<file path="src/shared/srl_pkg.sv">
// package for the status relay output logic
// assumes one 100 MHz clock domain and plain control ports
package srl_pkg;

    // ==========================================================
    // operating modes and measuring modes
    // ==========================================================
    typedef enum logic [1:0] {
        SRL_OP_OFF,                                   // power off
        SRL_OP_START,                                 // start-up
        SRL_OP_MEAS,                                  // measuring
        SRL_OP_SLEEP                                  // sleep (fault)
    } srl_opmode_t;

    typedef enum logic [1:0] {
        SRL_MM_NORMAL,
        SRL_MM_ZERO,
        SRL_MM_SPAN,
        SRL_MM_MAINT
    } srl_measmode_t;

    // relay-3 software function
    typedef enum logic [1:0] {
        SRL_R3_NORMAL,
        SRL_R3_INVERTED,
        SRL_R3_MAINT
    } srl_r3cfg_t;

    // ==========================================================
    // constants
    // ==========================================================
    localparam int          SRL_CONC_W      = 32;      // signed concentration width
    localparam int          SRL_NGAS        = 3;       // gas lines
    localparam int          SRL_MA_W        = 16;      // current code width, uA units
    localparam logic [15:0] SRL_MA_ZERO     = 16'h0000; // 0 mA
    localparam logic [15:0] SRL_MA_ERROR    = 16'h07D0; // 2 mA = 2000 uA
    localparam int          SRL_HOLD_FACTOR = 3;       // hold = 3 x averaging time
    localparam int          SRL_CLK_MHZ     = 100;     // clock rate
    localparam int          SRL_AVG_W       = 32;      // averaging time width, in cycles

    // status flags carried together
    typedef struct packed {
        logic warn;                                   // possible measurement problem
        logic err;                                    // measurement failure
    } srl_status_t;

    // relay drive bundle, 1 = contact conducting
    typedef struct packed {
        logic error;
        logic warning;
        logic relay3;
    } srl_relays_t;

endpackage : srl_pkg

</file>
<file path="src/hw/srl_status_relay_output.sv">
// status relay and current-loop output logic
// assumes inputs synchronous to clk_i; alarm levels in same units as concentration
`timescale 1ns/1ps
`default_nettype none

module srl_status_relay_output
    import srl_pkg::*;
#(
    parameter int NGAS   = SRL_NGAS,
    parameter int CONC_W = SRL_CONC_W
) (
    input  wire logic                           clk_i,
    input  wire logic                           rst_b_i,
    input  wire logic [1:0]                     opmode_i,        // srl_opmode_t code
    input  wire logic                           span_contact_i,  // first contact closed
    input  wire logic                           zero_contact_i,  // second contact closed
    input  wire logic [NGAS-1:0][CONC_W-1:0]    gas_conc_i,      // signed concentrations
    input  wire logic                           conc_valid_i,    // new valid measurement
    input  wire logic [SRL_MA_W-1:0]            conc_ma_i,       // loop code of gas_conc
    input  wire logic [NGAS-1:0][CONC_W-1:0]    alarm_level_i,   // signed alarm levels
    input  wire logic [CONC_W-1:0]              maint_level_i,   // maintenance code (-1E20)
    input  wire srl_status_t                    status_i,
    input  wire logic                           error_option2_i, // 0 option one, 1 option two
    input  wire logic [SRL_AVG_W-1:0]           avg_cycles_i,    // averaging time in cycles
    input  wire logic                           relay3_polarity_switch_i, // 1 = swapped
    output logic                                relay_error_o,
    output logic                                relay_warning_o,
    output logic                                relay3_o,
    output logic [SRL_MA_W-1:0]                 current_loop_output_o,
    output logic [SRL_MA_W-1:0]                 digital_out_o,   // digital concentration
    output logic                                warn_msg_o,      // warning message on
    output logic                                err_msg_o,       // error message on
    output srl_measmode_t                       meas_mode_o
);

    // ==========================================================
    // measuring mode decode and relay-3 configuration
    // ==========================================================
    srl_measmode_t meas_mode;
    srl_opmode_t   op;
    srl_r3cfg_t    r3cfg;
    logic          alarm;                 // any gas above its absolute level, except in maintenance config
    logic [NGAS-1:0] gas_over;            // per-gas compare

    assign op = srl_opmode_t'(opmode_i);

    // contacts to mode
    always_comb begin
        case ({span_contact_i, zero_contact_i})
            2'b00:   meas_mode = SRL_MM_NORMAL;
            2'b01:   meas_mode = SRL_MM_ZERO;
            2'b10:   meas_mode = SRL_MM_SPAN;
            default: meas_mode = SRL_MM_MAINT;
        endcase
    end

    // per-gas alarm compare against absolute level
    generate
        for (genvar g = 0; g < NGAS; g++) begin : g_alarm
            logic signed [CONC_W-1:0] lvl;
            logic signed [CONC_W-1:0] abs_lvl;
            assign lvl      = $signed(alarm_level_i[g]);
            assign abs_lvl  = lvl[CONC_W-1] ? -lvl : lvl;
            assign gas_over[g] = $signed(gas_conc_i[g]) > abs_lvl;
        end
    endgenerate

    // configuration from alarm levels, exactly one function
    always_comb begin
        logic all_maint;
        all_maint = 1'b1;
        for (int g = 0; g < NGAS; g++) begin
            if (alarm_level_i[g] != maint_level_i) begin
                all_maint = 1'b0;
            end
        end
        if (all_maint) begin
            r3cfg = SRL_R3_MAINT;
        end else if (alarm_level_i[0][CONC_W-1]) begin
            r3cfg = SRL_R3_INVERTED;
        end else begin
            r3cfg = SRL_R3_NORMAL;
        end
    end

    assign alarm = (r3cfg != SRL_R3_MAINT) && (|gas_over);

    // ==========================================================
    // relay 3 nominal state and sleep latch
    // ==========================================================
    logic r3_nominal;                     // state before polarity switch
    logic r3_latch;                       // latched state in sleep
    logic next_r3_latch;
    logic was_sleep;
    logic next_was_sleep;

    // nominal relay 3 from config and mode, 1 = conducting
    always_comb begin
        case (r3cfg)
            SRL_R3_NORMAL:   r3_nominal = !alarm;
            SRL_R3_INVERTED: r3_nominal = alarm;
            SRL_R3_MAINT:    r3_nominal = (meas_mode != SRL_MM_NORMAL);
            default:         r3_nominal = 1'b0;
        endcase
    end

    // follow the nominal state while awake, freeze it from the sleep entry edge on
    // a contact change sampled at that same edge already counts as a request made in sleep
    always_comb begin
        next_was_sleep = (op == SRL_OP_SLEEP);
        next_r3_latch  = r3_nominal;                      // awake: track the mode
        if (op == SRL_OP_SLEEP) begin
            next_r3_latch = r3_latch;
        end
    end

    always_ff @(posedge clk_i or negedge rst_b_i) begin
        if (!rst_b_i) begin
            r3_latch  <= 1'b0;
            was_sleep <= 1'b0;
        end else begin
            r3_latch  <= next_r3_latch;
            was_sleep <= next_was_sleep;
        end
    end

    // ==========================================================
    // last valid value and error hold timer
    // ==========================================================
    logic [SRL_MA_W-1:0]  last_ma;        // last valid concentration code
    logic [SRL_MA_W-1:0]  next_last_ma;
    logic [SRL_AVG_W+1:0] hold_cnt;       // cycles held after error
    logic [SRL_AVG_W+1:0] next_hold_cnt;
    logic [SRL_AVG_W+1:0] hold_len;
    logic                 hold_done;

    assign hold_len  = (SRL_AVG_W+2)'(SRL_HOLD_FACTOR) * {2'b00, avg_cycles_i};
    assign hold_done = (hold_cnt >= hold_len);

    // track last good value, run timer while error stands
    always_comb begin
        next_last_ma  = last_ma;
        next_hold_cnt = '0;
        if (conc_valid_i && !status_i.err && op == SRL_OP_MEAS) begin
            next_last_ma = conc_ma_i;
        end
        if (status_i.err && op == SRL_OP_MEAS) begin
            next_hold_cnt = hold_done ? hold_cnt : hold_cnt + 1'b1;
        end
    end

    always_ff @(posedge clk_i or negedge rst_b_i) begin
        if (!rst_b_i) begin
            last_ma  <= SRL_MA_ZERO;
            hold_cnt <= '0;
        end else begin
            last_ma  <= next_last_ma;
            hold_cnt <= next_hold_cnt;
        end
    end

    // ==========================================================
    // output selection per operating mode
    // ==========================================================
    srl_relays_t          rel_nom;        // nominal relay states
    srl_relays_t          next_rel;
    logic [SRL_MA_W-1:0]  next_loop;
    logic [SRL_MA_W-1:0]  next_dig;
    srl_relays_t          rel_q;

    always_comb begin
        rel_nom   = '0;
        next_loop = SRL_MA_ZERO;
        next_dig  = digital_out_o;
        case (op)
            SRL_OP_OFF: begin
                rel_nom   = '0;
                next_loop = SRL_MA_ZERO;
            end
            SRL_OP_START: begin
                rel_nom.error   = 1'b0;
                rel_nom.warning = 1'b1;
                rel_nom.relay3  = (r3cfg == SRL_R3_MAINT) ? 1'b0 : 1'b1;
                next_loop       = SRL_MA_ZERO;
                next_dig        = SRL_MA_ZERO;
            end
            SRL_OP_MEAS: begin
                // same status mapping in every measuring mode
                rel_nom.error   = !status_i.err;
                rel_nom.warning = !status_i.err && !status_i.warn;
                rel_nom.relay3  = r3_nominal;
                if (!status_i.err) begin
                    next_loop = conc_ma_i;
                    next_dig  = conc_ma_i;
                end else if (!error_option2_i && hold_done) begin
                    next_loop = SRL_MA_ERROR;
                    next_dig  = last_ma;
                end else begin
                    next_loop = last_ma;
                    next_dig  = last_ma;
                end
            end
            default: begin
                rel_nom.error   = 1'b0;
                rel_nom.warning = 1'b0;
                rel_nom.relay3  = (r3cfg == SRL_R3_MAINT) ? r3_latch : 1'b1;
                next_loop       = SRL_MA_ERROR;
                next_dig        = last_ma;
            end
        endcase
        next_rel        = rel_nom;
        next_rel.relay3 = rel_nom.relay3 ^ relay3_polarity_switch_i;
    end

    always_ff @(posedge clk_i or negedge rst_b_i) begin
        if (!rst_b_i) begin
            rel_q                 <= '0;
            current_loop_output_o <= SRL_MA_ZERO;
            digital_out_o         <= SRL_MA_ZERO;
        end else begin
            rel_q                 <= next_rel;
            current_loop_output_o <= next_loop;
            digital_out_o         <= next_dig;
        end
    end

    // relay pins, 1 = conducting
    assign relay_error_o   = rel_q.error;
    assign relay_warning_o = rel_q.warning;
    assign relay3_o        = rel_q.relay3;
    assign warn_msg_o      = (op == SRL_OP_MEAS) && status_i.warn;
    assign err_msg_o       = (op == SRL_OP_MEAS) && status_i.err;
    assign meas_mode_o     = meas_mode;
endmodule : srl_status_relay_output

`default_nettype wire

</file>
<file path="config.mk">
export PLATFORM = sky130hd
export DESIGN_NAME = srl_status_relay_output
export DESIGN_NICKNAME = d
export VERILOG_FILES = /design/src/shared/srl_pkg.sv /design/src/hw/srl_status_relay_output.sv
export SDC_FILE = /design/constraint.sdc
export NUM_CORES = 1
export LEC_CHECK = 0
export ABC_AREA = 1
export CAP_MARGIN = 40
export CORE_MARGIN = 8
export CORE_UTILIZATION = 67
export DETAILED_ROUTE_END_ITERATION = 10
export DONT_BUFFER_PORTS = 1
export GPL_ROUTABILITY_DRIVEN = 0
export PLACE_DENSITY = 0.94
export SLEW_MARGIN = 40
export SYNTH_ARGS = -nofsm -noshare
export SYNTH_HDL_FRONTEND = slang
export SYNTH_SLANG_ARGS = --single-unit
</file>
<file path="constraint.sdc">
create_clock -name clk_i -period 2.7 [get_ports clk_i]
set_input_delay 0.54 -clock clk_i [delete_from_list [all_inputs] [get_ports clk_i]]
set_output_delay 0.54 -clock clk_i [all_outputs]
set_load 0.02 [all_outputs]
</file>
==> flow_summary.toml, run 1 <==
[synthesis]
synth_top_flop_cell = "dfrtp_1"
synth_adder_area_share = 0.1671
synth-seq-cells = 86
synth_top_family_by_area = "simple AND/OR/NAND/NOR gates"
postSynthAreaPerCell_um2 = 6.296
postSynthCellCount = 2053
synthSimpleGateAreaFrac = 0.3053
synth_xor_area_frac = 0.1138
netlist_area_pre_place_mm2 = 0.01292
multiplexer_fraction_of_the_synthesized_cell_area = 0
synth_compound_gate_area_share = 0.1464
synth-async-reset-ratio = 1.000
yosysWarnings = 0
synth.distinct_cells = 49
synth-edff-count = 0
synth.yosys.seq_area_share = 0.1665
postSynthNetCount = 2508

[cts]
clk_tree_root_cell = "clkbuf_16"
cts_num_sinks = 86
clock_tree.buffer_depth = 2
clock_tree.htree_level_count = 3
tritoncts.num_buffers = 9

[placed_design]
hpwlAfterDp_um = 40170
port_buffers = 0
placed_standard_cell_area_mm2 = 0.01485

[sta]
worst_endpoint_kind = "register input"
grt-worst-endpoint = "hold_cnt[3]$_DFFE_PN0P_/D"

[run_status]
outcome = "aborted with a tool error"
error = "[ERROR GRT-0232] Routing congestion too high. Check the congestion heatmap in the GUI."
last-stage-reached = "global routing (5_1_grt)"

[floorplanning]
pin_count = 322
chipWidth_um = 154.9
effective_utilization_at_floorplan = 0.6729
die-height_um = 154.9
placement_rows = 51

[grt]
grt_antenna_before_repair = 17
grt_remaining_overflow = 14
grt_total_usage = 0.7907
grt_start_max_net_pins = 87
==> per-layer routing <==
layer / overflow / global-route usage
met4: 5 / 0.7298
met3: 0 / 0.7581
met1: 1 / 0.7623
met5: 0 / 0.5983
met2: 8 / 0.8964
==> metrics by stage <==
stage	worst slack [ns]	cells	TNS, ns	hold slack, ns
CTS	-1.080	2528	-53.41	0.1205
detailed placement	-1.677	2494	-82.90	0.2506
global placement	-1.407	2494	-68.34	0.2512
floorplan	-1.281	2053	-61.77	0.2444
==> synthesized netlist by cell type, types with 4 or more instances <==
| cell type | n | share of area |
|---|---|---|
| o31ai_1 | 28 | 0.016 |
| nor3_1 | 30 | 0.012 |
| nor4_1 | 17 | 0.0082 |
| o22ai_1 | 6 | 0.0029 |
| o21ai_0 | 113 | 0.044 |
| dfrtp_1 | 86 | 0.17 |
| nor2_1 | 244 | 0.071 |
| nand4_1 | 36 | 0.017 |
| a21oi_1 | 128 | 0.050 |
| o21a_1 | 9 | 0.0052 |
| clkbuf_1 | 21 | 0.0061 |
| nor3_2 | 9 | 0.0070 |
| xor2_1 | 129 | 0.087 |
| nand3_1 | 59 | 0.023 |
| a21o_1 | 7 | 0.0041 |
| buf_1 | 5 | 0.0015 |
| o21ai_1 | 10 | 0.0039 |
| inv_2 | 4 | 0.0012 |
| nand3b_1 | 7 | 0.0041 |
| o211ai_1 | 4 | 0.0023 |
| nand2_1 | 540 | 0.16 |
| a31oi_1 | 7 | 0.0034 |
| inv_1 | 302 | 0.088 |
| xnor2_1 | 39 | 0.026 |
| ha_1 | 171 | 0.17 |
==> kinds of logic after synthesis <==
kind of cell / Yosys count
adders and majority gates: 172
buffers and inverters: 340
DFF: 86
xor gates and xnor gates: 168
AOI/OAI and AO/OA: 334
and+or+nand+nor: 953
==> repair_timing <==
action,CTS
endpoints found under the hold margin,86
hold buffers,1
resized for setup,50
pin swaps,33
setup buffers,17
endpoints found under the setup margin,52
==> inputs of run 2 (changes only) <==
CORE_UTILIZATION = 40   (was 67)
PLACE_DENSITY = default   (was 0.94)
PLACE_DENSITY_LB_ADDON = 0.15   (was default)
==> run 2 against run 1 <==
Net effect: synthesized area unchanged; the flow now finishes, with violations (setup timing); synthesized cell count unchanged.
==> flow_summary.toml, run 2 <==
[final_layout]
largest_register_ffs = 34
layout.cells.most_common = "nand2_1"
layout-area-overhead-vs-synth_pct = 27.38
fill_cells = 3298
registers.top_by_ff_count = "hold_cnt"
layout-drive-gt1-share = 0.1931
layout.nets = 2765
most-common-layout-cells = "nand2_1, inv_1, buf_4"
antennaDiodeCount = 0
layoutNonFillerInstCount = 2723

[run_status]
outcome = "finished, violations left"
failed_checks = "setup timing"

[worst_setup_path]
cp_cell_sequence = "ha_4 > fa_2 > nand3_2 > nand2_2 > a21oi_4 > o21ai_2 > a21boi_2 > o21ai_2 > a21boi_2 > o21ai_2 > xnor2_1 > ha_1 > nand2_2 > nor2_4 > nand3_2 > o41ai_2 > nor2_1 > a21oi_4 > nand2_4 > buf_6 > nand4_1 > o21ai_1"
cp_data_required_time_ns = 2.91
reg2reg_from = "hold_cnt[6]"
rrSetupSlack_ns = 0.19
worst_path_most_repeated_cell = "o21ai_2"
capture_point_of_the_worst_reg_to_reg_path = "hold_cnt[14]"
max_stage_delay_ns = 0.34
critical-path-slowest-cell = "fa_2"
critical_path_peak_fanout = 10
worst_ep_arrival_time_ns = 3.84
buf_inv_stages_crit_path = 1
depth_of_the_worst_register_to_register_path = 15
startpoint_type = "primary input"
critPathKind = "primary input to flop"
crit_family = "compound AO/OA/AOI/OAI gates"
endpoint_kind = "flop"
timing.critical_path.depth = 22

[synthesis]
postSynthAreaPerCell_um2 = 6.296
postSynthNetCount = 2508
multiplexer_fraction_of_the_synthesized_cell_area = 0
synth_adder_area_share = 0.1671
synth-edff-count = 0
top_post_synthesis_cells_by_count = "nand2_1, inv_1, nor2_1, ha_1, xor2_1"
synth_compound_gate_area_share = 0.1464
netlist_area_pre_place_mm2 = 0.01292
synth_top_flop_cell = "dfrtp_1"
synth_xor_area_frac = 0.1138
synth-seq-cells = 86
synthMostInstantiatedCell = "nand2_1"
post_synth_main_area_contributors = "dfrtp_1, ha_1, nand2_1"
synth-async-reset-ratio = 1.000
synthSimpleGateAreaFrac = 0.3053
postSynthCellCount = 2053
synth_top_family_by_area = "simple AND/OR/NAND/NOR gates"
synth.yosys.seq_area_share = 0.1665
synth.distinct_cells = 49
fraction_of_synthesized_cell_area_taken_by_the_top_area_cell_type = 0.1665
yosysWarnings = 0
netlist.top_cell.by_area = "dfrtp_1"

[grt]
first_global_vias = 13720
grt_remaining_overflow = 0
grt_antenna_before_repair = 3
grt_total_usage = 0.2442
grt_start_max_net_pins = 87
grt_first_pass_wirelength_um = 74790

[routing]
firstDrtPassIters = 5
detail_route.drc_violations = 0
avgViaCountPerCell = 5.170
routed_wire_length_per_instance_um = 17.83
dr.first_iter.drc_count = 799
postRouteAntennaNets = 0
routed_wirelength_um = 48550
via_count = 14080

[power_and_ir_drop]
max-vdd-ir-drop_mv = 0.2747
areal_power_density_over_the_cells_mw_per_mm2 = 306.6
total_leakage_power_uw = 0.008593

[floorplanning]
die_area_mm2 = 0.03832
die-height_um = 195.8
placeableCoreArea_mm2 = 0.03221
pin_count = 322
placement_rows = 66
effective_utilization_at_floorplan = 0.4013
chipWidth_um = 195.8

[placed_design]
numPlacedInstances = 2661
pre_cts_slack_ns = -1.450
port_buffers = 0
hpwlAfterDp_um = 41440

[cts]
clock_tree.htree_level_count = 3
clk-insertion-delay-late_ns = 0.34
clk_tree_root_cell = "clkbuf_16"
cts_num_sinks = 86
clock_tree.buffer_depth = 2
tritoncts = "built"
cts.reportedPaths.clkPinSlew_ns = 0.07
tritoncts.num_buffers = 9

[sta]
worstMarginPinSlew_ns = 0.6596
final_critical_path_setup_slack_ns = -0.9295
maxClockFrequency_mhz = 275.5
final.setup_skew_ns = 0.008261
number_of_endpoints_with_negative_hold_slack_in_the_final_report = 0
fin_setup_tns_ns = -44.77
drv_slew = 0
post-route-min-period_ns = 3.630
unrepaired_setup_endpoints_after_global_routing = "yes"
maxSlewHeadroom = 0.5602
period_share = 1.344
finalSetupViolCount = 52

[flow_run]
timing.max_cap.violations = 0

[min_path]
hp-class = "primary input to asynchronous set/reset pin"
run 2: cell counts after synthesis:
No cell type changed its count.
run 2: through the flow:
step	hold slack (ns)	total power, uW	instance area [um^2]	utilization
CTS	0.1201	4975	16020	0.4974
floorplan	0.2444	2902	13110	-
global placement	0.2493	3547	15210	0.4722
detailed placement	0.2491	3592	15210	0.4722
finish	0.1030	5047	16460	0.5112
global route	0.1327	5453	16460	0.5112
run 2: routing by layer:
layer,vias to the layer above,GRT usage,share of wire
li1,7164,-,-
met2,451,0.4006,0.45
met5,-,0,0.00072
met1,6372,0.3073,0.42
met3,86,0.07077,0.094
met4,6,0.07047,0.032
run 2: power by group:
| part | switching [uW] | internal (uW) |
|---|---|---|
| clock | 534 | 720 |
| sequential | 152 | 1390 |
| combinational | 1190 | 1050 |
| total | 1880 | 3170 |
run 2: worst max-delay path by stage:
stage	from	endpoint	slack, ns
after floorplan	avg_cycles_i[0]	current_loop_output_o[14]	-1.28
after global placement	avg_cycles_i[0]	current_loop_output_o[2]	-1.37
after detailed placement	avg_cycles_i[0]	current_loop_output_o[15]	-1.45
after CTS	avg_cycles_i[0]	current_loop_output_o[12]	-0.92
after global routing	alarm_level_i[65]	relay3_o	-1.20
final	avg_cycles_i[0]	hold_cnt[14]	-0.93
run 2: layout make-up:
cell class	instances	area, um^2	share of cell area
Sequential cell	86	2152	0.1307
Clock inverter	7	72.57	0.004408
Tap cell	408	510.5	0.03101
Multi-Input combinational cell	1627	10100	0.6137
Inverter	308	1221	0.07418
Clock buffer	9	225.2	0.01368
Timing Repair Buffer	278	2178	0.1323
run 2: cells by family after synthesis:
kind of cell,Yosys count
compound gates,334
xor+xnor,168
flops,86
fa+ha+maj,172
buf+inv,340
simple gates,953
run 2: worst reg2reg max path, cell delays in order, from the launching register on:
cell	delay [ns]
dfrtp_1	0.46
ha_1	0.31
nand2_1	0.04
nor2_1	0.12
nand4_1	0.18
nor2_1	0.13
nor3_1	0.07
o21ai_1	0.13
nand2_1	0.06
nand2_1	0.05
nand2_1	0.08
a21oi_4	0.27
nand2_4	0.15
buf_6	0.18
nand4_1	0.08
o21ai_1	0.08
run 2: repair_timing:
item / CTS / global route
setup endpoints to repair: 52 / 52
gates cloned: 1 / 1
pin swaps: 56 / 59
gates resized for setup: 66 / 85
setup buffers: 31 / 12
hold endpoints to repair: 86 / 0
hold buffers: 1 / 0
(Power assumes the default switching activity.)
